$ cat config.mk
export PLATFORM = sky130hd
export DESIGN_NAME = ttcu_top
export DESIGN_NICKNAME = d
export VERILOG_FILES = /design/src/inc/ttcu_pkg.sv /design/src/inc/ttcu_pin_if.sv /design/src/verilog/ttcu_pin_edge.sv /design/src/verilog/ttcu_top.sv
export SDC_FILE = /design/constraint.sdc
export NUM_CORES = 1
export LEC_CHECK = 0
export BUFFER_PORTS_ARGS = -buffer_cell sky130_fd_sc_hd__buf_2
export CELL_PAD_IN_SITES_DETAIL_PLACEMENT = 0
export CELL_PAD_IN_SITES_GLOBAL_PLACEMENT = 1
export CORE_MARGIN = 2
export CORE_UTILIZATION = 48
export CTS_CLUSTER_SIZE = 12
export DETAILED_ROUTE_END_ITERATION = 10
export PLACE_DENSITY_LB_ADDON = 0.2
export RECOVER_POWER = 50
export SYNTH_ARGS = -nofsm -noshare
export SYNTH_HDL_FRONTEND = slang
export SYNTH_SLANG_ARGS = --single-unit
$ cat constraint.sdc
create_clock -name mclk -period 3.1 [get_ports mclk]
set_input_delay 0.465 -clock mclk [delete_from_list [all_inputs] [get_ports mclk]]
set_output_delay 0.465 -clock mclk [all_outputs]
set_load 0.01 [all_outputs]
$ cat src/inc/ttcu_pkg.sv
// Constants shared by the three-timer counter unit and its pin edge helper
package ttcu_pkg;

  // Register indices on the plain register port
  localparam int unsigned ADDR_W = 4;
  localparam logic [3:0] OFS_MODE = 4'h0;
  localparam logic [3:0] OFS_CTRL = 4'h1;
  localparam logic [3:0] OFS_T2CTRL = 4'h2;
  localparam logic [3:0] OFS_T2MODE = 4'h3;
  localparam logic [3:0] OFS_TL0 = 4'h4;
  localparam logic [3:0] OFS_TH0 = 4'h5;
  localparam logic [3:0] OFS_TL1 = 4'h6;
  localparam logic [3:0] OFS_TH1 = 4'h7;
  localparam logic [3:0] OFS_TL2 = 4'h8;
  localparam logic [3:0] OFS_TH2 = 4'h9;
  localparam logic [3:0] OFS_RCAPL = 4'ha;
  localparam logic [3:0] OFS_RCAPH = 4'hb;
  localparam logic [3:0] OFS_MISC = 4'hc;

  // Mode select register: one nibble each for timers 0 and 1
  localparam int T0_NIB = 0;
  localparam int T1_NIB = 4;
  localparam int NIB_CNT = 2;
  localparam int NIB_GATE = 3;

  // Control register bits
  localparam int RUN0 = 0;
  localparam int RUN1 = 1;
  localparam int FLAG0 = 4;
  localparam int FLAG1 = 5;

  // Third timer control and mode bits
  localparam int T2_FLAG = 7;
  localparam int T2_EXFLAG = 6;
  localparam int T2_RXCLK = 5;
  localparam int T2_TXCLK = 4;
  localparam int T2_EXEN = 3;
  localparam int T2_RUN = 2;
  localparam int T2_CNT = 1;
  localparam int T2_CAPT = 0;
  localparam int T2_OUT_EN = 1;

  // Misc register bits
  localparam int CLK_DBL = 0;
  localparam int GPIO_LAT = 1;
  localparam int GPIO_OE = 2;
  localparam int MISC_W = 3;

  // Reset values and fill patterns
  localparam logic [7:0] RST_BYTE = 8'h00;
  localparam logic [MISC_W-1:0] RST_MISC = 3'h0;
  localparam logic [7:0] BYTE_ONES = 8'hff;
  localparam logic [15:0] WORD_ONES = 16'hffff;

  // Timer 0/1 modes
  localparam logic [1:0] MODE_13BIT = 2'h0;
  localparam logic [1:0] MODE_16BIT = 2'h1;
  localparam logic [1:0] MODE_RELOAD8 = 2'h2;
  localparam logic [1:0] MODE_SPLIT = 2'h3;

  // Core clocks per machine cycle
  localparam logic [3:0] MC_CLKS_STD = 4'hc;
  localparam logic [3:0] MC_CLKS_DBL = 4'h6;

  // External pin indices
  localparam int PIN_T0 = 0;
  localparam int PIN_T1 = 1;
  localparam int PIN_G0 = 2;
  localparam int PIN_G1 = 3;
  localparam int PIN_CAPTURE_RELOAD_TRIGGER_PIN = 4;
  localparam int PIN_T2 = 5;
  localparam int PIN_N = 6;
  localparam logic PIN_IDLE = 1'b0;

endpackage

$ cat src/inc/ttcu_pin_if.sv
// Pin levels and their detected falling edges between core and edge helper
`timescale 1ns/1ps
`default_nettype none
interface ttcu_pin_if;
  import ttcu_pkg::*;
  logic [PIN_N-1:0] level;
  logic [PIN_N-1:0] fall;
  modport edge_side (input level, output fall);
  modport core_side (output level, input fall);
endinterface
`default_nettype wire

$ cat src/verilog/ttcu_pin_edge.sv
// Falling-edge detection on the external count, gate and trigger pins
`timescale 1ns/1ps
`default_nettype none
module ttcu_pin_edge (
  // Clock and reset
  input wire logic mclk,
  input wire logic arst_n,
  // Pin levels in, edges out
  ttcu_pin_if.edge_side pins
);
  import ttcu_pkg::*;

  logic [PIN_N-1:0] prev_q;

  // One previous-level flop per pin; reset low so no edge fires at release
  for (genvar i = 0; i < PIN_N; i++) begin : g_pin
    always_ff @(posedge mclk or negedge arst_n) begin
      if (!arst_n) begin
        prev_q[i] <= PIN_IDLE;
      end else begin
        prev_q[i] <= pins.level[i];
      end
    end
    assign pins.fall[i] = prev_q[i] & ~pins.level[i];
  end

endmodule
`default_nettype wire

$ cat src/verilog/ttcu_top.sv
// Three 16-bit timer/counters with auto-reload, capture, baud and clock-out
//
// Notes on behaviour
// - Three independent 16-bit timer/counters, each usable as interval timer or counter.
// - Each count is read and written as a high byte and a low byte.
// - First timer nibble: modes 0-3, plus 4 for counter, plus 8 for gating.
// - First timer runs on its run bit, or gate-pin falling edges when gated.
// - Second timer nibble: modes 0-3, 40H counter, 80H adds gating.
// - Second timer runs on its run bit, or gate-pin falling edges when gated.
// - Third timer control value selects reload, capture, baud and counter modes.
// - Internally controlled third timer reloads only on overflow and never captures.
// - External trigger falling edge also captures/reloads, except in baud mode.
// - A 50% duty clock can be driven onto the shared port pin.
// - The same pin can serve as the third timer count input.
// - Clock-out frequency is core clock over n times (65536 minus reload).
// - Factor n is 4 in 12-clock mode, 2 in 6-clock mode.
// - Third timer overflows raise no flag in clock-out or baud mode.
// - Baud generation and clock-out may run together from one timer.
`timescale 1ns/1ps
`default_nettype none
module ttcu_top (
  // Clock and reset
  input wire logic mclk,
  input wire logic arst_n,
  // Register port
  input wire logic [ttcu_pkg::ADDR_W-1:0] reg_addr,
  input wire logic [7:0] reg_wdata,
  input wire logic reg_wr,
  input wire logic reg_rd,
  output logic [7:0] reg_rdata_q,
  // External pins
  input wire logic t0_count_pin,
  input wire logic t1_count_pin,
  input wire logic gate_pin_zero,
  input wire logic gate_pin_one,
  input wire logic capture_reload_trigger_pin,
  // Shared port pin: clock out or count in
  input wire logic port_pin_in,
  output logic port_pin_out_q,
  output logic port_pin_oe_q,
  // Overflow and trigger flags and baud tick
  output logic timer_zero_flag_q,
  output logic timer_one_flag_q,
  output logic timer_two_flag_q,
  output logic timer_two_ext_flag_q,
  output logic baud_tick_q
);
  import ttcu_pkg::*;

  logic [7:0] timer_mode_select_reg;
  logic [1:0] run_q;
  logic [1:0] hw_on_q;
  logic [7:0] third_timer_control_reg;
  logic third_timer_mode_reg;
  logic [MISC_W-1:0] misc_q;
  logic [7:0] tl0_q, th0_q, tl1_q, th1_q, tl2_q, th2_q;
  logic [15:0] rcap_q;
  logic [3:0] pre_q;
  logic half_q;
  logic [1:0] gate_en, gate_fall;
  logic [1:0] m0, m1;
  logic cnt0, cnt1, mc_tick, fast_tick, mc_last_hit;
  logic [3:0] mc_last;
  logic run0, run1, inc0, inc0_hi, inc1, ovf0, ovf1;
  logic [16:0] step0, step1;
  logic t2_baud, t2_clkout, t2_reload, t2_fast, inc2, ov2, ext_evt;
  logic [15:0] cnt2, nxt2;
  logic [7:0] ctrl_view, rd_mux;

  ttcu_pin_if pins ();

  ttcu_pin_edge u_edge (
    .mclk(mclk),
    .arst_n(arst_n),
    .pins(pins.edge_side)
  );

  assign pins.level[PIN_T0] = t0_count_pin;
  assign pins.level[PIN_T1] = t1_count_pin;
  assign pins.level[PIN_G0] = gate_pin_zero;
  assign pins.level[PIN_G1] = gate_pin_one;
  assign pins.level[PIN_CAPTURE_RELOAD_TRIGGER_PIN] = capture_reload_trigger_pin;
  assign pins.level[PIN_T2] = port_pin_in;

  // Register write decode, shared by every register process
  function automatic logic ttcu_hit(input logic stb, input logic [3:0] a, input logic [3:0] o);
    return stb && (a == o);
  endfunction

  // One count step of timer 0/1: {overflow, high, low}
  function automatic logic [16:0] ttcu_step(input logic [1:0] md, input logic [7:0] hi,
                                            input logic [7:0] lo);
    logic [16:0] r;
    logic [13:0] c13;
    logic [8:0] c8;
    c13 = {1'b0, hi, lo[4:0]} + 14'h0001;
    c8 = {1'b0, lo} + 9'h001;
    case (md)
      MODE_13BIT: r = {c13[13], c13[12:5], lo[7:5], c13[4:0]};
      MODE_16BIT: r = {1'b0, hi, lo} + 17'h00001;
      MODE_RELOAD8: r = c8[8] ? {1'b1, hi, hi} : {1'b0, hi, c8[7:0]};
      default: r = {c8[8], hi, c8[7:0]};
    endcase
    return r;
  endfunction

  // Mode decode of the shared mode register
  assign m0 = timer_mode_select_reg[T0_NIB +: 2];
  assign cnt0 = timer_mode_select_reg[T0_NIB + NIB_CNT];
  assign m1 = timer_mode_select_reg[T1_NIB +: 2];
  assign cnt1 = timer_mode_select_reg[T1_NIB + NIB_CNT];
  assign gate_en[0] = timer_mode_select_reg[T0_NIB + NIB_GATE];
  assign gate_en[1] = timer_mode_select_reg[T1_NIB + NIB_GATE];
  assign gate_fall[0] = pins.fall[PIN_G0];
  assign gate_fall[1] = pins.fall[PIN_G1];

  // Machine-cycle prescaler; 6-clock mode halves the period
  assign mc_last = misc_q[CLK_DBL] ? MC_CLKS_DBL - 4'h1 : MC_CLKS_STD - 4'h1;
  assign mc_last_hit = (pre_q >= mc_last);
  assign mc_tick = (pre_q == mc_last);
  assign fast_tick = misc_q[CLK_DBL] ? 1'b1 : half_q;

  always_ff @(posedge mclk or negedge arst_n) begin
    if (!arst_n) begin
      pre_q <= 4'h0;
      half_q <= 1'b0;
    end else begin
      pre_q <= mc_last_hit ? 4'h0 : pre_q + 4'h1;
      half_q <= ~half_q;
    end
  end

  // Hardware gate latches: each gate-pin fall toggles run while the run bit is set
  for (genvar g = 0; g < 2; g++) begin : g_gate
    always_ff @(posedge mclk or negedge arst_n) begin
      if (!arst_n) begin
        hw_on_q[g] <= 1'b0;
      end else if (!run_q[g]) begin
        hw_on_q[g] <= 1'b0;
      end else if (gate_fall[g]) begin
        hw_on_q[g] <= ~hw_on_q[g];
      end
    end
  end

  // Run and increment enables for timers 0 and 1
  assign run0 = run_q[0] & (~gate_en[0] | hw_on_q[0]);
  assign run1 = run_q[1] & (~gate_en[1] | hw_on_q[1]) & (m1 != MODE_SPLIT);
  assign inc0 = run0 & (cnt0 ? pins.fall[PIN_T0] : mc_tick);
  assign inc1 = run1 & (cnt1 ? pins.fall[PIN_T1] : mc_tick);
  // Split high byte is a plain timer borrowing timer 1's run bit
  assign inc0_hi = (m0 == MODE_SPLIT) & run_q[1] & mc_tick;
  assign step0 = ttcu_step(m0, th0_q, tl0_q);
  assign step1 = ttcu_step(m1, th1_q, tl1_q);
  assign ovf0 = inc0 & step0[16];
  assign ovf1 = (m0 == MODE_SPLIT) ? (inc0_hi & (th0_q == BYTE_ONES)) : (inc1 & step1[16]);

  // Timer 0 count bytes; a software write beats a count in the same cycle
  always_ff @(posedge mclk or negedge arst_n) begin
    if (!arst_n) begin
      tl0_q <= RST_BYTE;
      th0_q <= RST_BYTE;
    end else begin
      if (ttcu_hit(reg_wr, reg_addr, OFS_TL0)) begin
        tl0_q <= reg_wdata;
      end else if (inc0) begin
        tl0_q <= step0[7:0];
      end
      if (ttcu_hit(reg_wr, reg_addr, OFS_TH0)) begin
        th0_q <= reg_wdata;
      end else if (m0 == MODE_SPLIT) begin
        if (inc0_hi) begin
          th0_q <= th0_q + 8'h01;
        end
      end else if (inc0) begin
        th0_q <= step0[15:8];
      end
    end
  end

  // Timer 1 count bytes
  always_ff @(posedge mclk or negedge arst_n) begin
    if (!arst_n) begin
      tl1_q <= RST_BYTE;
      th1_q <= RST_BYTE;
    end else begin
      if (ttcu_hit(reg_wr, reg_addr, OFS_TL1)) begin
        tl1_q <= reg_wdata;
      end else if (inc1) begin
        tl1_q <= step1[7:0];
      end
      if (ttcu_hit(reg_wr, reg_addr, OFS_TH1)) begin
        th1_q <= reg_wdata;
      end else if (inc1) begin
        th1_q <= step1[15:8];
      end
    end
  end

  // Third timer mode decode
  assign t2_baud = third_timer_control_reg[T2_RXCLK] | third_timer_control_reg[T2_TXCLK];
  assign t2_clkout = third_timer_mode_reg & ~third_timer_control_reg[T2_CNT];
  // Baud and clock-out both force reload from the capture pair
  assign t2_reload = ~third_timer_control_reg[T2_CAPT] | t2_baud | t2_clkout;
  assign t2_fast = t2_baud | t2_clkout;
  // Nothing starts until software sets the run bit itself
  assign inc2 = third_timer_control_reg[T2_RUN] & (t2_fast ? fast_tick :
                (third_timer_control_reg[T2_CNT] ? pins.fall[PIN_T2] : mc_tick));
  assign cnt2 = {th2_q, tl2_q};
  assign ov2 = inc2 & (cnt2 == WORD_ONES);
  assign ext_evt = third_timer_control_reg[T2_EXEN] & pins.fall[PIN_CAPTURE_RELOAD_TRIGGER_PIN] & ~t2_baud;

  // Next count: overflow or trigger reloads in reload mode, otherwise count up
  always_comb begin
    nxt2 = cnt2;
    if ((ov2 || ext_evt) && t2_reload) begin
      nxt2 = rcap_q;
    end else if (inc2) begin
      nxt2 = cnt2 + 16'h0001;
    end
  end

  // Timer 2 bytes and capture pair
  always_ff @(posedge mclk or negedge arst_n) begin
    if (!arst_n) begin
      tl2_q <= RST_BYTE;
      th2_q <= RST_BYTE;
      rcap_q <= {RST_BYTE, RST_BYTE};
    end else begin
      tl2_q <= ttcu_hit(reg_wr, reg_addr, OFS_TL2) ? reg_wdata : nxt2[7:0];
      th2_q <= ttcu_hit(reg_wr, reg_addr, OFS_TH2) ? reg_wdata : nxt2[15:8];
      if (ttcu_hit(reg_wr, reg_addr, OFS_RCAPL)) begin
        rcap_q[7:0] <= reg_wdata;
      end else if (ext_evt && !t2_reload) begin
        rcap_q[7:0] <= tl2_q;
      end
      if (ttcu_hit(reg_wr, reg_addr, OFS_RCAPH)) begin
        rcap_q[15:8] <= reg_wdata;
      end else if (ext_evt && !t2_reload) begin
        rcap_q[15:8] <= th2_q;
      end
    end
  end

  // Configuration registers and sticky flags; a hardware set beats a clear
  always_ff @(posedge mclk or negedge arst_n) begin
    if (!arst_n) begin
      timer_mode_select_reg <= RST_BYTE;
      run_q <= 2'b00;
      third_timer_control_reg <= RST_BYTE;
      third_timer_mode_reg <= 1'b0;
      misc_q <= RST_MISC;
      timer_zero_flag_q <= 1'b0;
      timer_one_flag_q <= 1'b0;
      timer_two_flag_q <= 1'b0;
      timer_two_ext_flag_q <= 1'b0;
    end else begin
      if (ttcu_hit(reg_wr, reg_addr, OFS_MODE)) begin
        timer_mode_select_reg <= reg_wdata;
      end
      if (ttcu_hit(reg_wr, reg_addr, OFS_CTRL)) begin
        run_q <= {reg_wdata[RUN1], reg_wdata[RUN0]};
      end
      if (ttcu_hit(reg_wr, reg_addr, OFS_T2CTRL)) begin
        third_timer_control_reg <= reg_wdata;
      end
      if (ttcu_hit(reg_wr, reg_addr, OFS_T2MODE)) begin
        third_timer_mode_reg <= reg_wdata[T2_OUT_EN];
      end
      if (ttcu_hit(reg_wr, reg_addr, OFS_MISC)) begin
        misc_q <= reg_wdata[MISC_W-1:0];
      end
      timer_zero_flag_q <= ovf0 |
        (ttcu_hit(reg_wr, reg_addr, OFS_CTRL) ? reg_wdata[FLAG0] : timer_zero_flag_q);
      timer_one_flag_q <= ovf1 |
        (ttcu_hit(reg_wr, reg_addr, OFS_CTRL) ? reg_wdata[FLAG1] : timer_one_flag_q);
      timer_two_flag_q <= (ov2 & ~t2_fast) |
        (ttcu_hit(reg_wr, reg_addr, OFS_T2CTRL) ? reg_wdata[T2_FLAG] : timer_two_flag_q);
      timer_two_ext_flag_q <= ext_evt |
        (ttcu_hit(reg_wr, reg_addr, OFS_T2CTRL) ? reg_wdata[T2_EXFLAG] : timer_two_ext_flag_q);
    end
  end

  // Shared pin: toggling on each overflow gives a 50% duty clock at f/(n*(65536-reload))
  always_ff @(posedge mclk or negedge arst_n) begin
    if (!arst_n) begin
      port_pin_out_q <= 1'b0;
      port_pin_oe_q <= 1'b0;
      baud_tick_q <= 1'b0;
    end else begin
      port_pin_oe_q <= t2_clkout |
        (~third_timer_control_reg[T2_CNT] & misc_q[GPIO_OE]);
      if (t2_clkout) begin
        if (ov2) begin
          port_pin_out_q <= ~port_pin_out_q;
        end
      end else begin
        port_pin_out_q <= misc_q[GPIO_LAT];
      end
      baud_tick_q <= ov2 & t2_baud;
    end
  end

  // Read mux; data stand only in the cycle after the read strobe
  always_comb begin
    ctrl_view = RST_BYTE;
    ctrl_view[RUN0] = run_q[0];
    ctrl_view[RUN1] = run_q[1];
    ctrl_view[FLAG0] = timer_zero_flag_q;
    ctrl_view[FLAG1] = timer_one_flag_q;
    case (reg_addr)
      OFS_MODE: rd_mux = timer_mode_select_reg;
      OFS_CTRL: rd_mux = ctrl_view;
      OFS_T2CTRL: rd_mux = {timer_two_flag_q, timer_two_ext_flag_q,
                            third_timer_control_reg[T2_RXCLK:0]};
      OFS_T2MODE: rd_mux = {6'h00, third_timer_mode_reg, 1'b0};
      OFS_TL0: rd_mux = tl0_q;
      OFS_TH0: rd_mux = th0_q;
      OFS_TL1: rd_mux = tl1_q;
      OFS_TH1: rd_mux = th1_q;
      OFS_TL2: rd_mux = tl2_q;
      OFS_TH2: rd_mux = th2_q;
      OFS_RCAPL: rd_mux = rcap_q[7:0];
      OFS_RCAPH: rd_mux = rcap_q[15:8];
      OFS_MISC: rd_mux = {5'h00, misc_q};
      default: rd_mux = RST_BYTE;
    endcase
  end

  always_ff @(posedge mclk or negedge arst_n) begin
    if (!arst_n) begin
      reg_rdata_q <= RST_BYTE;
    end else begin
      reg_rdata_q <= reg_rd ? rd_mux : RST_BYTE;
    end
  end

  // Checks on the counting behaviour
  a_tl0_write_wins: assert property (
    @(posedge mclk) disable iff (!arst_n)
    ttcu_hit(reg_wr, reg_addr, OFS_TL0) |=> tl0_q == $past(reg_wdata))
    else $error("low byte write of timer 0 lost");

  a_t0_stopped_holds: assert property (
    @(posedge mclk) disable iff (!arst_n)
    (!run_q[0] && !reg_wr) |=> $stable(tl0_q))
    else $error("timer 0 low byte moved while its run bit was clear");

  a_t1_split_frozen: assert property (
    @(posedge mclk) disable iff (!arst_n)
    (m1 == MODE_SPLIT && !reg_wr) |=> ($stable(tl1_q) && $stable(th1_q)))
    else $error("timer 1 counted in mode 3");

  a_t1_gate_off: assert property (
    @(posedge mclk) disable iff (!arst_n)
    (gate_en[1] && !hw_on_q[1] && !reg_wr) |=> $stable(tl1_q))
    else $error("gated timer 1 counted without a gate edge");

  a_t0_pin_count: assert property (
    @(posedge mclk) disable iff (!arst_n)
    (m0 == MODE_16BIT && cnt0 && run0 && !reg_wr && pins.fall[PIN_T0])
      |=> {th0_q, tl0_q} == $past({th0_q, tl0_q}) + 16'h0001)
    else $error("counter use missed a falling edge");

  a_t0_13bit_wrap: assert property (
    @(posedge mclk) disable iff (!arst_n)
    (m0 == MODE_13BIT && inc0 && th0_q == BYTE_ONES && tl0_q[4:0] == 5'h1f && !reg_wr)
      |=> (th0_q == RST_BYTE && tl0_q[4:0] == 5'h00 && timer_zero_flag_q))
    else $error("13-bit count did not wrap to zero with a flag");

  a_t2_ovf_reload: assert property (
    @(posedge mclk) disable iff (!arst_n)
    (ov2 && t2_reload && !reg_wr) |=> {th2_q, tl2_q} == $past(rcap_q))
    else $error("overflow did not reload the third timer");

  a_t2_ext_capture: assert property (
    @(posedge mclk) disable iff (!arst_n)
    (ext_evt && !t2_reload && !reg_wr) |=> rcap_q == $past(cnt2))
    else $error("trigger edge did not capture the count");

  a_t2_baud_noext: assert property (
    @(posedge mclk) disable iff (!arst_n)
    (t2_baud && !timer_two_ext_flag_q && !reg_wr) |=> !timer_two_ext_flag_q)
    else $error("trigger pin acted during baud generation");

  a_t2_flag_quiet: assert property (
    @(posedge mclk) disable iff (!arst_n)
    (t2_fast && !timer_two_flag_q && !reg_wr) |=> !timer_two_flag_q)
    else $error("overflow flag raised in baud or clock-out mode");

  a_clkout_pin_drive: assert property (
    @(posedge mclk) disable iff (!arst_n)
    t2_clkout ##1 t2_clkout |-> port_pin_oe_q && (port_pin_out_q != $past(port_pin_out_q)
      || !$past(ov2)))
    else $error("clock-out pin not driven or not toggled on overflow");

  a_count_pin_input: assert property (
    @(posedge mclk) disable iff (!arst_n)
    (third_timer_control_reg[T2_CNT] && !t2_clkout) |=> !port_pin_oe_q)
    else $error("pin driven while used as count input");

  a_mc_tick_spacing: assert property (
    @(posedge mclk) disable iff (!arst_n)
    mc_tick |=> !mc_tick [*5])
    else $error("machine cycle shorter than six clocks");

endmodule
`default_nettype wire

# --- Word-level counts from Yosys, hierarchy flattened ---
# Cells that the tools add are included.
totals:
  register_bits: 112
  input_bits: 22
  output_inout_bits: 15
op_classes:
  n_addsub: 9
  magnitude_cmp: 1
  eq_ne: 29
  n_mux: 42
  n_bitwise: 51
  reduce_logical: 34
ops:
  columns: ["op", "count"]
  rows:
  - ["$mux 8", 17]
  - ["$pmux 8 s13", 1]
  - ["$pmux 17 s3", 2]
  - ["$add 16x1->17 const B", 2]
  - ["$mux 17", 2]
  - ["$mux 16", 2]
  - ["$add 13x1->14 const B", 2]
  - ["$and 1x1->1", 24]
  - ["$eq 4x4->1 const B", 5]
  - ["$add 8x1->9 const B", 2]
  - ["$add 16x1->16 const B", 1]
  - ["$eq 16x16->1 const B", 1]
  - ["$eq 4x3->1 const B", 4]
  - ["$mux 1", 16]
  - ["$not 1->1", 16]
  - ["$logic_and 1x1->1", 15]
  - ["$reduce_bool 3->1", 4]
  - ["$or 1x1->1", 11]
  - ["$reduce_bool 2->1", 5]
  - ["$add 8x1->8 const B", 1]
  - ["$eq 4x2->1 const B", 2]
  - ["$eq 8x8->1 const B", 1]
  - ["$mux 4", 2]
  - ["$ne 2x2->1 const B", 4]
  - ["other kinds (17)", 24]

# --- Depth between registers and ports, before layout ---
# Gate-level depths: netlist (run 1).
depth:
  ltp_word: 10
  depth_mapped: 10
  depth_no_buf: 8

# --- Cells and area by module ---
# Synthesis (run 1) repeated with hierarchy kept, for this count alone.
unflattened:
  cells_unflattened: 863
  area_unflattened_um2: 7379.6
by_module_without_submodules:
  columns: ["mod", "n_inst", "cells_each", "area_each_um2", "seq_area_each_um2"]
  rows:
  - ["ttcu_top", 1, 851, 7146.9, 2652.5]
  - ["ttcu_pin_edge", 1, 12, 232.7, 150.1]

# --- Least setup slack after synthesis (run 1) ---
# OpenSTA, ideal clock, no wires.
synth_path:
  path_type: "register -> register"
  startpoint: "reg misc_q[0]"
  endpoint: "reg tl2_q[2]"
  setup_ns: 0.134
  arrival_ns: 1.998
  required_ns: 2.966
  path_slack_ns: 0.968
  path_stages_with_launch: 11
  path_cell_list: "dfrtp_1 > inv_1 > ha_1 > nand4_1 > nor2_1 > o311a_1 > buf_2 > a21o_4 > buf_12 > a211oi_1 > a21oi_1"
synth_between:
  elab_chain_len: 10
  elab_cells_between_ends: 12
synth_lines:
  columns: ["item", "line_no", "text"]
  rows:
  - ["start: declaration", "ttcu_top.sv:55", "logic [MISC_W-1:0] misc_q;"]
  - ["start signal: assignment", "ttcu_top.sv:271", "misc_q <= reg_wdata[MISC_W-1:0];"]
  - ["$mux 4", "ttcu_top.sv:118", "assign mc_last = misc_q[CLK_DBL] ? MC_CLKS_DBL - 4'h1 : MC_CLKS_STD - 4'h1;"]
  - ["$eq 4x4->1", "ttcu_top.sv:120", "assign mc_tick = (pre_q == mc_last);"]
  - ["$mux 1", "ttcu_top.sv:208", "(third_timer_control_reg[T2_CNT] ? pins.fall[PIN_T2] : mc_tick));"]
  - ["$mux 1 *", "ttcu_top.sv:207", "assign inc2 = third_timer_control_reg[T2_RUN] & (t2_fast ? fast_tick :"]
  - ["$and 1x1->1 *", "ttcu_top.sv:207", null]
  - ["$and 1x1->1", "ttcu_top.sv:210", "assign ov2 = inc2 & (cnt2 == WORD_ONES);"]
  - ["$logic_or 1x1->1", "ttcu_top.sv:216", "if ((ov2 || ext_evt) && t2_reload) begin"]
  - ["$logic_and 1x1->1", "ttcu_top.sv:216", null]
  - ["$mux 16", "ttcu_top.sv:216", null]
  - ["$mux 8", "ttcu_top.sv:230", "tl2_q <= ttcu_hit(reg_wr, reg_addr, OFS_TL2) ? reg_wdata : nxt2[7:0];"]
  - ["end signal: assignment", "ttcu_top.sv:230", null]
  - ["end: declaration", "ttcu_top.sv:56", "logic [7:0] tl0_q, th0_q, tl1_q, th1_q, tl2_q, th2_q;"]
# Every way passes the cells marked *; elsewhere a longest branch is shown, timed or not.
# A chain may end at the register's enable or synchronous reset.

# --- Final worst setup path (run 1) ---
layout_path:
  startpoint: "reg misc_q[0]"
  endpoint: "reg th2_q[1]"
layout_between:
  elab_chain_len: 10
  elab_cells_between_ends: 12
layout_lines:
  columns: ["item", "line_no", "text"]
  rows:
  - ["$mux 4", "ttcu_top.sv:118", null]
  - ["$eq 4x4->1", "ttcu_top.sv:120", null]
  - ["$mux 1", "ttcu_top.sv:208", null]
  - ["$mux 1 *", "ttcu_top.sv:207", null]
  - ["$and 1x1->1 *", "ttcu_top.sv:207", null]
  - ["$and 1x1->1", "ttcu_top.sv:210", null]
  - ["$logic_or 1x1->1", "ttcu_top.sv:216", null]
  - ["$logic_and 1x1->1", "ttcu_top.sv:216", null]
  - ["$mux 16", "ttcu_top.sv:216", null]
  - ["$mux 8", "ttcu_top.sv:231", "th2_q <= ttcu_hit(reg_wr, reg_addr, OFS_TH2) ? reg_wdata : nxt2[15:8];"]
  - ["end signal: assignment", "ttcu_top.sv:231", null]
  - ["end: declaration", "ttcu_top.sv:56", null]
# Marks and branches as above.

==> flow_metrics.tcl, run 1 <==
set metrics [dict create \
    die_x_um 127 \
    antennaDiodeCount 0 \
    cts_tree "yes" \
    mappedNetlistArea_mm2 0.00723 \
    critical_path_required_ps 3390 \
    top_usage_layer "met2" \
    worst_pin_slew_ps 2500 \
    drt_iter0_drc 833 \
    grt_use_met3 0.0590 \
    htreeDepth 3 \
    power.total_mw 5.85 \
    power.leakage_nw 3.28 \
    vias 6702 \
    r2r_end "th2_q[1]" \
    timing.final.ws_setup_ps 497 \
    clock-sinks 112 \
    max-vdd-ir-drop_mv 0.384 \
    drive_above_1_share 0.125 \
    holdPathStages 1 \
    min_path_type "in2reg" \
    hpwl_mm 17.4 \
    drv_cap 1 \
    final.setup.tns_ps 0 \
    root_buffer "clkbuf_16" \
    synth_edf_count 0 \
    p_per_area_mw_per_mm2 749 \
    antenna_found_initial 0 \
    drtAntennaViolNets 0 \
    die_y_um 127 \
    ys_seq_area_frac 0.388 \
    regMostFlops "rcap_q" \
    finalCritPeriodShare 0.840 \
    clk_path_buf_depth 2 \
    wl_per_cell_um 23.6 \
    coreArea_mm2 0.0146 \
    drt_wl_total_mm 24.3 \
    ys.flop_type "dfrtp_1" \
    design.die.area_mm2 0.0161 \
    dpl_worst_slack_ps 580 \
    arrival_ps 2890 \
    avgSynthCellArea_um2 8.69 \
    area_growth_pct 7.87 \
    max_freq_ghz 0.384 \
    drtPass1Iterations 6 \
    initial_utilization 0.494 \
    slew_viol_final 44 \
    clk_latency_ps 370 \
    largest_reg_flops 16 \
    hp-start "capture_reload_trigger_pin" \
    reg2regPathDepth 8 \
    grt_pass1_vias 6344 \
    ys_async_sr_fraction 1.00 \
    cts_resized 0 \
    grtUsageMet2 0.475 \
    synthCells 832 \
    place_congestion 1.01 \
    status "finished with violations" \
    layout.nets 870 \
    start_kind "register" \
    rsz0062_at_grt "false" \
    min_to "u_edge.prev_q[4]" \
    hold_buffers 0 \
    setup_viol 0 \
    grt_start_max_net_pins 44 \
    violations "capacitance limit, slew limit" \
    critPathKind "reg2reg" \
    skew_ps 8.63 \
    gr-total-overflow 0 \
    drc 0 \
    slew-limit-headroom -0.669 \
    ys_warn_count 0 \
    clk_pin_slew_ps 80 \
    grt_pass1_wl_mm 38.1 \
    grtUsageTotal 0.308 \
    hold_viol_final 0 \
    via_per_inst 6.51 \
    r2r_slack_ps 500 \
    cts_buffers 9 \
    ys_types 75 \
    worstPathMaxFanout 9 \
    port_buffers 36 \
    postCtsSetupBuffers 0 \
    pin_count 37 \
    row_count 44 \
    grt_use_met1 0.444 \
    reg2reg_from "misc_q[0]" \
    synth_fp_nets 862 \
    ys_seq_elements 112 \
    end_kind "register" \
    min_period_ps 2600 \
]
==> how the worst max path moves through the flow <==
stage | startpoint | to | slack [ps] | cells past startpoint
2_1_floorplan | misc_q[0] | tl2_q[2] | 970 | 10
3_3_place_gp | misc_q[0] | th2_q[0] | 650 | 8
3_5_place_dp | misc_q[0] | th2_q[1] | 580 | 8
4_1_cts | misc_q[0] | th2_q[1] | 550 | 8
5_1_grt | arst_n | timer_two_ext_flag_q | 230 | 2
6_report | misc_q[0] | th2_q[1] | 500 | 8
==> cells in the final DEF, fill, tap and decap left out, types with 9 or more instances in the layout <==
cell / count
dfrtp_1: 112
nand2_1: 91
nor2_1: 88
a21oi_1: 59
o21ai_0: 58
mux2i_1: 34
nand3_1: 33
buf_2: 33
mux2_2: 25
xnor2_1: 20
nor3_1: 18
inv_1: 14
a31oi_1: 14
and3_1: 13
nand4_1: 13
xor2_1: 13
buf_4: 12
a22o_1: 11
a211oi_1: 11
nand2b_1: 9
clkbuf_16: 9
==> synth_stat cells, drive strengths merged, types with 3 or more instances <==
cell    count  area, um2
a211o       3       26.3
a211oi     12       95.1
a21o        3       30.0
a21oi      59        295
a221oi      4       35.0
a222oi      3       30.0
a22o       11       96.3
a22oi       6       45.0
a31oi      14       87.6
and2        8       50.1
and3       13       81.3
and4        4       35.0
buf        12       77.6
clkbuf     43        163
dfrtp     112       2800
ha          8        100
inv        14       52.6
mux2       25        282
mux2i      34        340
mux4        3       67.6
nand2      91        342
nand2b      9       56.3
nand3      33        165
nand3b      5       37.5
nand4      15        115
nor2       89        337
nor2b       8       50.1
nor3       19        100
nor4        9       71.3
nor4b       4       41.3
o211ai      8       60.1
o21a        3       22.5
o21ai      60        300
o22ai       8       50.1
o311ai      3       33.8
o31ai       8       60.1
or2         6       37.5
xnor2      20        175
xor2       13        114
==> cells by family (layout without fill, tap and decap cells) <==
logic type | Yosys count | count (layout) | share of synthesized area
AND/OR/NAND/NOR | 323 | 323 | 0.222
AO/OA/AOI/OAI | 225 | 225 | 0.201
flip-flops | 112 | 112 | 0.388
buffers and inverters | 69 | 82 | 0.0405
multiplexers | 62 | 62 | 0.0953
XOR/XNOR | 33 | 33 | 0.0400
adder cells (fa/ha/maj) | 8 | 8 | 0.0138
==> layer usage <==
metal,up-vias,share of wire
met2,323,0.44
li1,3051,-
met1,3280,0.45
met4,0,0.030
met5,-,0
met3,48,0.075
==> where the power goes <==
group          total, mW  leakage [nW]  internal (mW)  switching [mW]
logic               1.83          1.76          0.845           0.987
registers           2.83          1.38           1.92           0.909
clock network       1.18         0.145          0.585           0.598
==> cell type report <==
type                       count  area [um2]
fill                        1376        6840
multi-input combinational    651        4140
sequential                   112        2800
timing repair buffer          52         287
clock buffer                  11         243
tap                          184         230
inverter                      14        52.6
clock inverter                 5        50.0
==> critical path: stages, from the launching register on <==
cell and delay [ps]:
dfrtp_1 400, inv_1 100, ha_1 330, nand4_1 160, nor2_1 90, o311a_1 480, nor2_1 600, a222oi_1 140
a21oi_1 200
==> metrics by stage <==
stage	util	hold WS (ps)	area, um2	std cells
finish	0.533	209	7800	1029
global route	0.533	203	7800	1029
CTS	0.534	120	7820	1029
detailed placement	0.514	404	7520	1013
global placement	0.514	393	7520	1013
floorplan	-	169	7230	832
Power figures use the tool's default switching activity.
==> run 2, diff against run 1 <==
--- a/config.mk
+++ b/config.mk
@@ -9,7 +9,7 @@
 export CELL_PAD_IN_SITES_DETAIL_PLACEMENT = 0
 export CELL_PAD_IN_SITES_GLOBAL_PLACEMENT = 1
 export CORE_MARGIN = 2
-export CORE_UTILIZATION = 48
+export CORE_UTILIZATION = 43
 export CTS_CLUSTER_SIZE = 12
 export DETAILED_ROUTE_END_ITERATION = 10
 export PLACE_DENSITY_LB_ADDON = 0.2
==> constraint.sdc (replaced) <==
create_clock -name mclk -period 2.3 [get_ports mclk]
set_input_delay 0.345 -clock mclk [delete_from_list [all_inputs] [get_ports mclk]]
set_output_delay 0.345 -clock mclk [all_outputs]
set_load 0.01 [all_outputs]
==> run 2 against run 1 <==
  * Clock power increased by 31%
  * Wire length increased by 4.2%
  * Maximum frequency increased by 16%
  * Global-route usage decreased by 2.0 points
  * The run now ends clean
  * Largest cell class unchanged
  * Critical path depth unchanged
  * Via count increased by 2.7%
  * Sequential cell count unchanged
==> flow_metrics.tcl, run 2 (synthesized netlist as in run 1, its figures left out) <==
set metrics [dict create \
    status "complete, no violations" \
    largest_reg_flops 16 \
    grt_pass1_vias 6552 \
    hold_viol_final 0 \
    drtPass1Iterations 5 \
    r2r_slack_ps 50 \
    layout.cells.most_common "dfrtp_1" \
    drt_wl_total_mm 25.3 \
    cts_buffers 9 \
    port_buffers 36 \
    r2r_end "th2_q[5]" \
    slew_viol_final 0 \
    antenna_found_initial 0 \
    layout.nets 925 \
    via_per_inst 6.15 \
    p_per_area_mw_per_mm2 985 \
    coreArea_mm2 0.0165 \
    reg2regPathDepth 8 \
    min_path_type "in2reg" \
    max-vdd-ir-drop_mv 0.496 \
    rsz0062_at_grt "true" \
    power.internal_mw 4.82 \
    gr-total-overflow 0 \
    startpoint "misc_q[0]" \
    setup_viol 0 \
    slew-limit-headroom 0.248 \
    max_freq_ghz 0.444 \
    skew_ps 12.0 \
    endpoint "th2_q[5]" \
    drtAntennaViolNets 0 \
    drive_above_1_share 0.195 \
    critical_path_required_ps 2580 \
    drt_iter0_drc 648 \
    die_x_um 134 \
    clock-sinks 112 \
    antennaDiodeCount 0 \
    die_y_um 134 \
    critPathKind "reg2reg" \
    power_frac_comb 0.383 \
    place_congestion 0.920 \
    start_kind "register" \
    vias 6886 \
    hpwl_mm 18.3 \
    pwr-share-clk 0.185 \
    cts_tree "yes" \
    seq_power_share 0.431 \
    p_switching_mw 3.55 \
    root_buffer "clkbuf_16" \
    dpl_cell_area_mm2 0.00798 \
    area_growth_pct 17.5 \
    worst_pin_slew_ps 1130 \
    layout_common_cells "dfrtp_1, nand2_1, nor2_1" \
    grtUsageTotal 0.288 \
    power.leakage_nw 3.56 \
    grt_pass1_wl_mm 39.3 \
    pin_count 37 \
    switching_share 0.424 \
    row_count 47 \
    design.die.area_mm2 0.0179 \
    worstPathMaxFanout 7 \
    wl_per_cell_um 22.6 \
    fillCellCount 1591 \
    design_area_mm2 0.00849 \
    finalCritPeriodShare 0.979 \
    clk_path_buf_depth 2 \
    reg2reg_from "misc_q[0]" \
    end_kind "register" \
    grt_start_max_net_pins 62 \
    arrival_ps 2540 \
    drc 0 \
    regMostFlops "rcap_q" \
    power.total_mw 8.37 \
    drv_cap 0 \
    clk_latency_ps 370 \
    min_period_ps 2250 \
    final.setup.tns_ps 0 \
    initial_utilization 0.438 \
    htreeDepth 3 \
    clk_pin_slew_ps 80 \
]
==> run 2: cell count changes in the layout (fill, tap and decap cells not counted), sizes merged <==
cell and delta:
buf +46, clkbuf +5, clkinvlp +1, or2 +1, dlygate4sd3 +1
==> run 2: worst min-delay path by stage <==
| stage | from | end | slack (ps) | cells past startpoint |
|---|---|---|---|---|
| after global routing | capture_reload_trigger_pin | u_edge.prev_q[4] | 90 | 1 |
| after global placement | arst_n | rcap_q[9] | 230 | 1 |
| after floorplan | arst_n | baud_tick_q | 50 | 0 |
| after CTS | gate_pin_zero | u_edge.prev_q[2] | 80 | 1 |
| final | gate_pin_zero | u_edge.prev_q[2] | 90 | 1 |
| after detailed placement | arst_n | rcap_q[10] | 240 | 1 |
==> run 2: per-layer routing <==
layer | part of all wire | vias to the layer above | track usage
met4 | 0.035 | 0 | 0.109
met1 | 0.44 | 3413 | 0.391
li1 | - | 3175 | -
met5 | 0 | - | 0
met3 | 0.052 | 56 | 0.0430
met2 | 0.47 | 242 | 0.467
==> run 2: layout make-up <==
| cell class | count | area, um2 | share of cell area |
|---|---|---|---|
| Clock buffer | 9 | 225 | 0.0265 |
| Clock inverter | 6 | 53.8 | 0.00633 |
| Timing Repair Buffer | 106 | 731 | 0.0860 |
| Tap cell | 220 | 275 | 0.0324 |
| Multi-Input combinational cell | 652 | 4350 | 0.512 |
| Sequential cell | 112 | 2800 | 0.330 |
| Inverter | 14 | 52.6 | 0.00619 |
==> run 2: stage by stage <==
| step | cells | setup WS, ps | hold slack, ps | util |
|---|---|---|---|---|
| after detailed placement | 1100 | -200 | 241 | 0.483 |
| final | 1119 | 49.3 | 91.6 | 0.514 |
| after CTS | 1117 | -16.0 | 82.3 | 0.505 |
| after floorplan | 832 | 168 | 49.4 | - |
| after global placement | 1100 | -80.6 | 232 | 0.483 |
| after global routing | 1119 | -47.0 | 87.2 | 0.514 |
==> run 2: timing repair <==
action | in CTS | in global routing
gates cloned | 0 | 1
buffers inserted | 1 | 1
endpoints found under the hold margin | 17 | 0
endpoints found under the setup margin | 30 | 28
gates resized for setup | 14 | 25
hold buffers | 1 | 0
pin swaps | 1 | 11
==> run 2: power groups by stage <==
stage	Sequential, mW	Combinational [mW]	Clock [mW]
after floorplan	3.21	1.98	0
after detailed placement	3.57	3.05	0
after global placement	3.56	2.97	0
after global routing	3.67	3.53	1.65
after CTS	3.54	3.09	1.57
final	3.61	3.21	1.55
==> run 2: worst max-delay path: stages, from the launching register on <==
cell and delay, ps:
dfrtp_2 460, ha_4 300, nand4_1 170, nor2_1 250, o311ai_2 200, buf_4 230, nor4_1 290, a21oi_1 90
o22ai_1 170
==> run 3, diff against run 2 <==
--- a/config.mk
+++ b/config.mk
@@ -6,7 +6,7 @@
 export NUM_CORES = 1
 export LEC_CHECK = 0
 export BUFFER_PORTS_ARGS = -buffer_cell sky130_fd_sc_hd__buf_2
-export CELL_PAD_IN_SITES_DETAIL_PLACEMENT = 0
+export CELL_PAD_IN_SITES_DETAIL_PLACEMENT = 1
 export CELL_PAD_IN_SITES_GLOBAL_PLACEMENT = 1
 export CORE_MARGIN = 2
 export CORE_UTILIZATION = 43
==> run 3 against run 2 <==
  * Register-to-register slack lost 20 ps
  * Design area grew 0.52%
  * Worst hold slack lost 3.2 ps
  * Clock skew shrank 4.8 ps
  * Global-route usage grew 2.6 points
  * First-iteration DRC count shrank 9.4%
  * Final cell count grew 0.27%
  * Critical path depth grew 1
  * Sequential cell count is the same
  * Die area is the same
  * Critical path type unchanged
==> flow_metrics.tcl, run 3 (synthesized netlist as in run 1, its figures left out) <==
set metrics [dict create \
    design.die.area_mm2 0.0179 \
    pin_count 37 \
    p_switching_mw 3.70 \
    drtAntennaViolNets 0 \
    initial_utilization 0.438 \
    worstPathMaxFanout 5 \
    max-vdd-ir-drop_mv 0.436 \
    antenna_found_initial 0 \
    wl_per_cell_um 24.5 \
    clock-sinks 112 \
    place_congestion 0.920 \
    hold_slack_ps 88.4 \
    cp_top_family "compound AO/OA/AOI/OAI gates" \
    reg2regPathDepth 9 \
    slew_viol_final 0 \
    grt_pass1_vias 7394 \
    worstPathCellList "inv_2, ha_4, nand4_1, buf_6, nor2_4, o311a_4, a21o_4, a222oi_1, a21oi_1" \
    clk_latency_ps 370 \
    placedCellCount 1100 \
    arrival_ps 2510 \
    grt_pass1_wl_mm 42.7 \
    start_kind "register" \
    drc 0 \
    max_freq_ghz 0.440 \
    reg2reg_from "misc_q[0]" \
    max_stage_delay_ps 470 \
    rsz0062_at_grt "true" \
    holdPathStages 1 \
    p_per_area_mw_per_mm2 1010 \
    setup_viol 0 \
    row_count 47 \
    clk_pin_slew_ps 80 \
    cpMaxStageDelayCell "dfrtp_2" \
    layout.nets 927 \
    gr-total-overflow 0 \
    drv_cap 0 \
    r2r_slack_ps 30 \
    power_frac_comb 0.386 \
    htreeDepth 3 \
    finalCritPeriodShare 0.988 \
    seq_power_share 0.422 \
    die_x_um 134 \
    r2r_end "th2_q[0]" \
    slew-limit-headroom 0.261 \
    worst_pin_slew_ps 1110 \
    cts_tree "yes" \
    end_kind "register" \
    crit_buf_inv 2 \
    area_growth_pct 18.1 \
    drtPass1Iterations 7 \
    status "complete, no violations" \
    final.setup.tns_ps 0 \
    coreArea_mm2 0.0165 \
    grt_start_max_net_pins 62 \
    drive_above_1_share 0.208 \
    power.internal_mw 4.94 \
    regMostFlops "rcap_q" \
    hold_viol_final 0 \
    critical_path_required_ps 2540 \
    skew_ps 7.19 \
    min_to "u_edge.prev_q[4]" \
    layout.cells.most_common "dfrtp_1" \
    cts_buffers 9 \
    grtUsageTotal 0.314 \
    clk_path_buf_depth 2 \
    min_path_type "in2reg" \
    layout_common_cells "dfrtp_1, nand2_1, nor2_1" \
    root_buffer "clkbuf_16" \
    largest_reg_flops 16 \
    hpwl_mm 20.2 \
    min_period_ps 2270 \
    switching_share 0.428 \
    fin_cells 1122 \
    drt_wl_total_mm 27.5 \
    vias 7051 \
    critPathKind "reg2reg" \
    antennaDiodeCount 0 \
    via_per_inst 6.28 \
    pwr-share-clk 0.193 \
    port_buffers 36 \
    power.leakage_nw 3.58 \
    drt_iter0_drc 587 \
    hp-start "capture_reload_trigger_pin" \
    die_y_um 134 \
]
[run 3: cell count changes in the layout (fill, tap and decap cells not counted), moves of 2 or more]
cell	delta
buf_2	+6
clkbuf_1	-6
nor2_4	+2
nor4_4	-3
buf_4	+3
nor2_2	-2
nor4_2	+3
[run 3: worst register-to-register path, cell delays in order (launching register included)]
cell and delay (ps):
dfrtp_2 470, inv_2 100, ha_4 200, nand4_1 80
buf_6 130, nor2_4 50, o311a_4 400, a21o_4 260
a222oi_1 340, a21oi_1 140
[run 3: power groups by stage]
| stage | Clock [mW] | Combinational [mW] | Sequential (mW) |
|---|---|---|---|
| floorplan | 0 | 1.98 | 3.21 |
| global placement | 0 | 2.97 | 3.56 |
| detailed placement | 0 | 3.13 | 3.60 |
| CTS | 1.68 | 3.18 | 3.57 |
| global route | 1.75 | 3.64 | 3.70 |
| finish | 1.67 | 3.33 | 3.64 |
[run 3: routing by layer]
metal / wire length, um / vias up / global-route usage
met3: 1540 / 68 / 0.0563
met4: 933 / 0 / 0.139
met1: 11500 / 3578 / 0.390
met2: 13600 / 232 / 0.534
li1: - / 3173 / -
met5: 0 / - / 0
[run 3: timing repair]
action,4_1_cts,5_1_grt
gates resized for setup,16,27
pin swaps,3,8
setup endpoints to repair,29,36
buffers inserted,0,5
hold buffers,1,0
hold endpoints to repair,17,0
[run 3: worst max path at each step]
stage,startpoint,end,depth (start not counted)
floorplan,misc_q[0],tl2_q[2],10
global placement,misc_q[0],th2_q[7],7
detailed placement,misc_q[0],th2_q[0],7
CTS,misc_q[0],th1_q[4],8
global route,misc_q[0],th2_q[0],9
finish,misc_q[0],th2_q[0],9
[run 3: layout make-up]
cell class / count / area, um2
timing repair buffer: 109 / 752
clock inverter: 7 / 77.6
inverter: 14 / 52.6
tap: 220 / 275
multi-input combinational: 651 / 4350
clock buffer: 9 / 225
fill: 1922 / 7990
sequential: 112 / 2810
[run 3: metrics by stage]
| step | worst slack [ps] | utilization | total power, mW | cell area, um2 |
|---|---|---|---|---|
| 2_1_floorplan | 168 | - | 5.18 | 7230 |
| 3_3_place_gp | -80.6 | 0.483 | 6.52 | 7980 |
| 3_5_place_dp | -179 | 0.483 | 6.73 | 7980 |
| 4_1_cts | -19.5 | 0.506 | 8.43 | 8370 |
| 5_1_grt | -28.9 | 0.517 | 9.08 | 8540 |
| 6_report | 27.4 | 0.517 | 8.64 | 8540 |
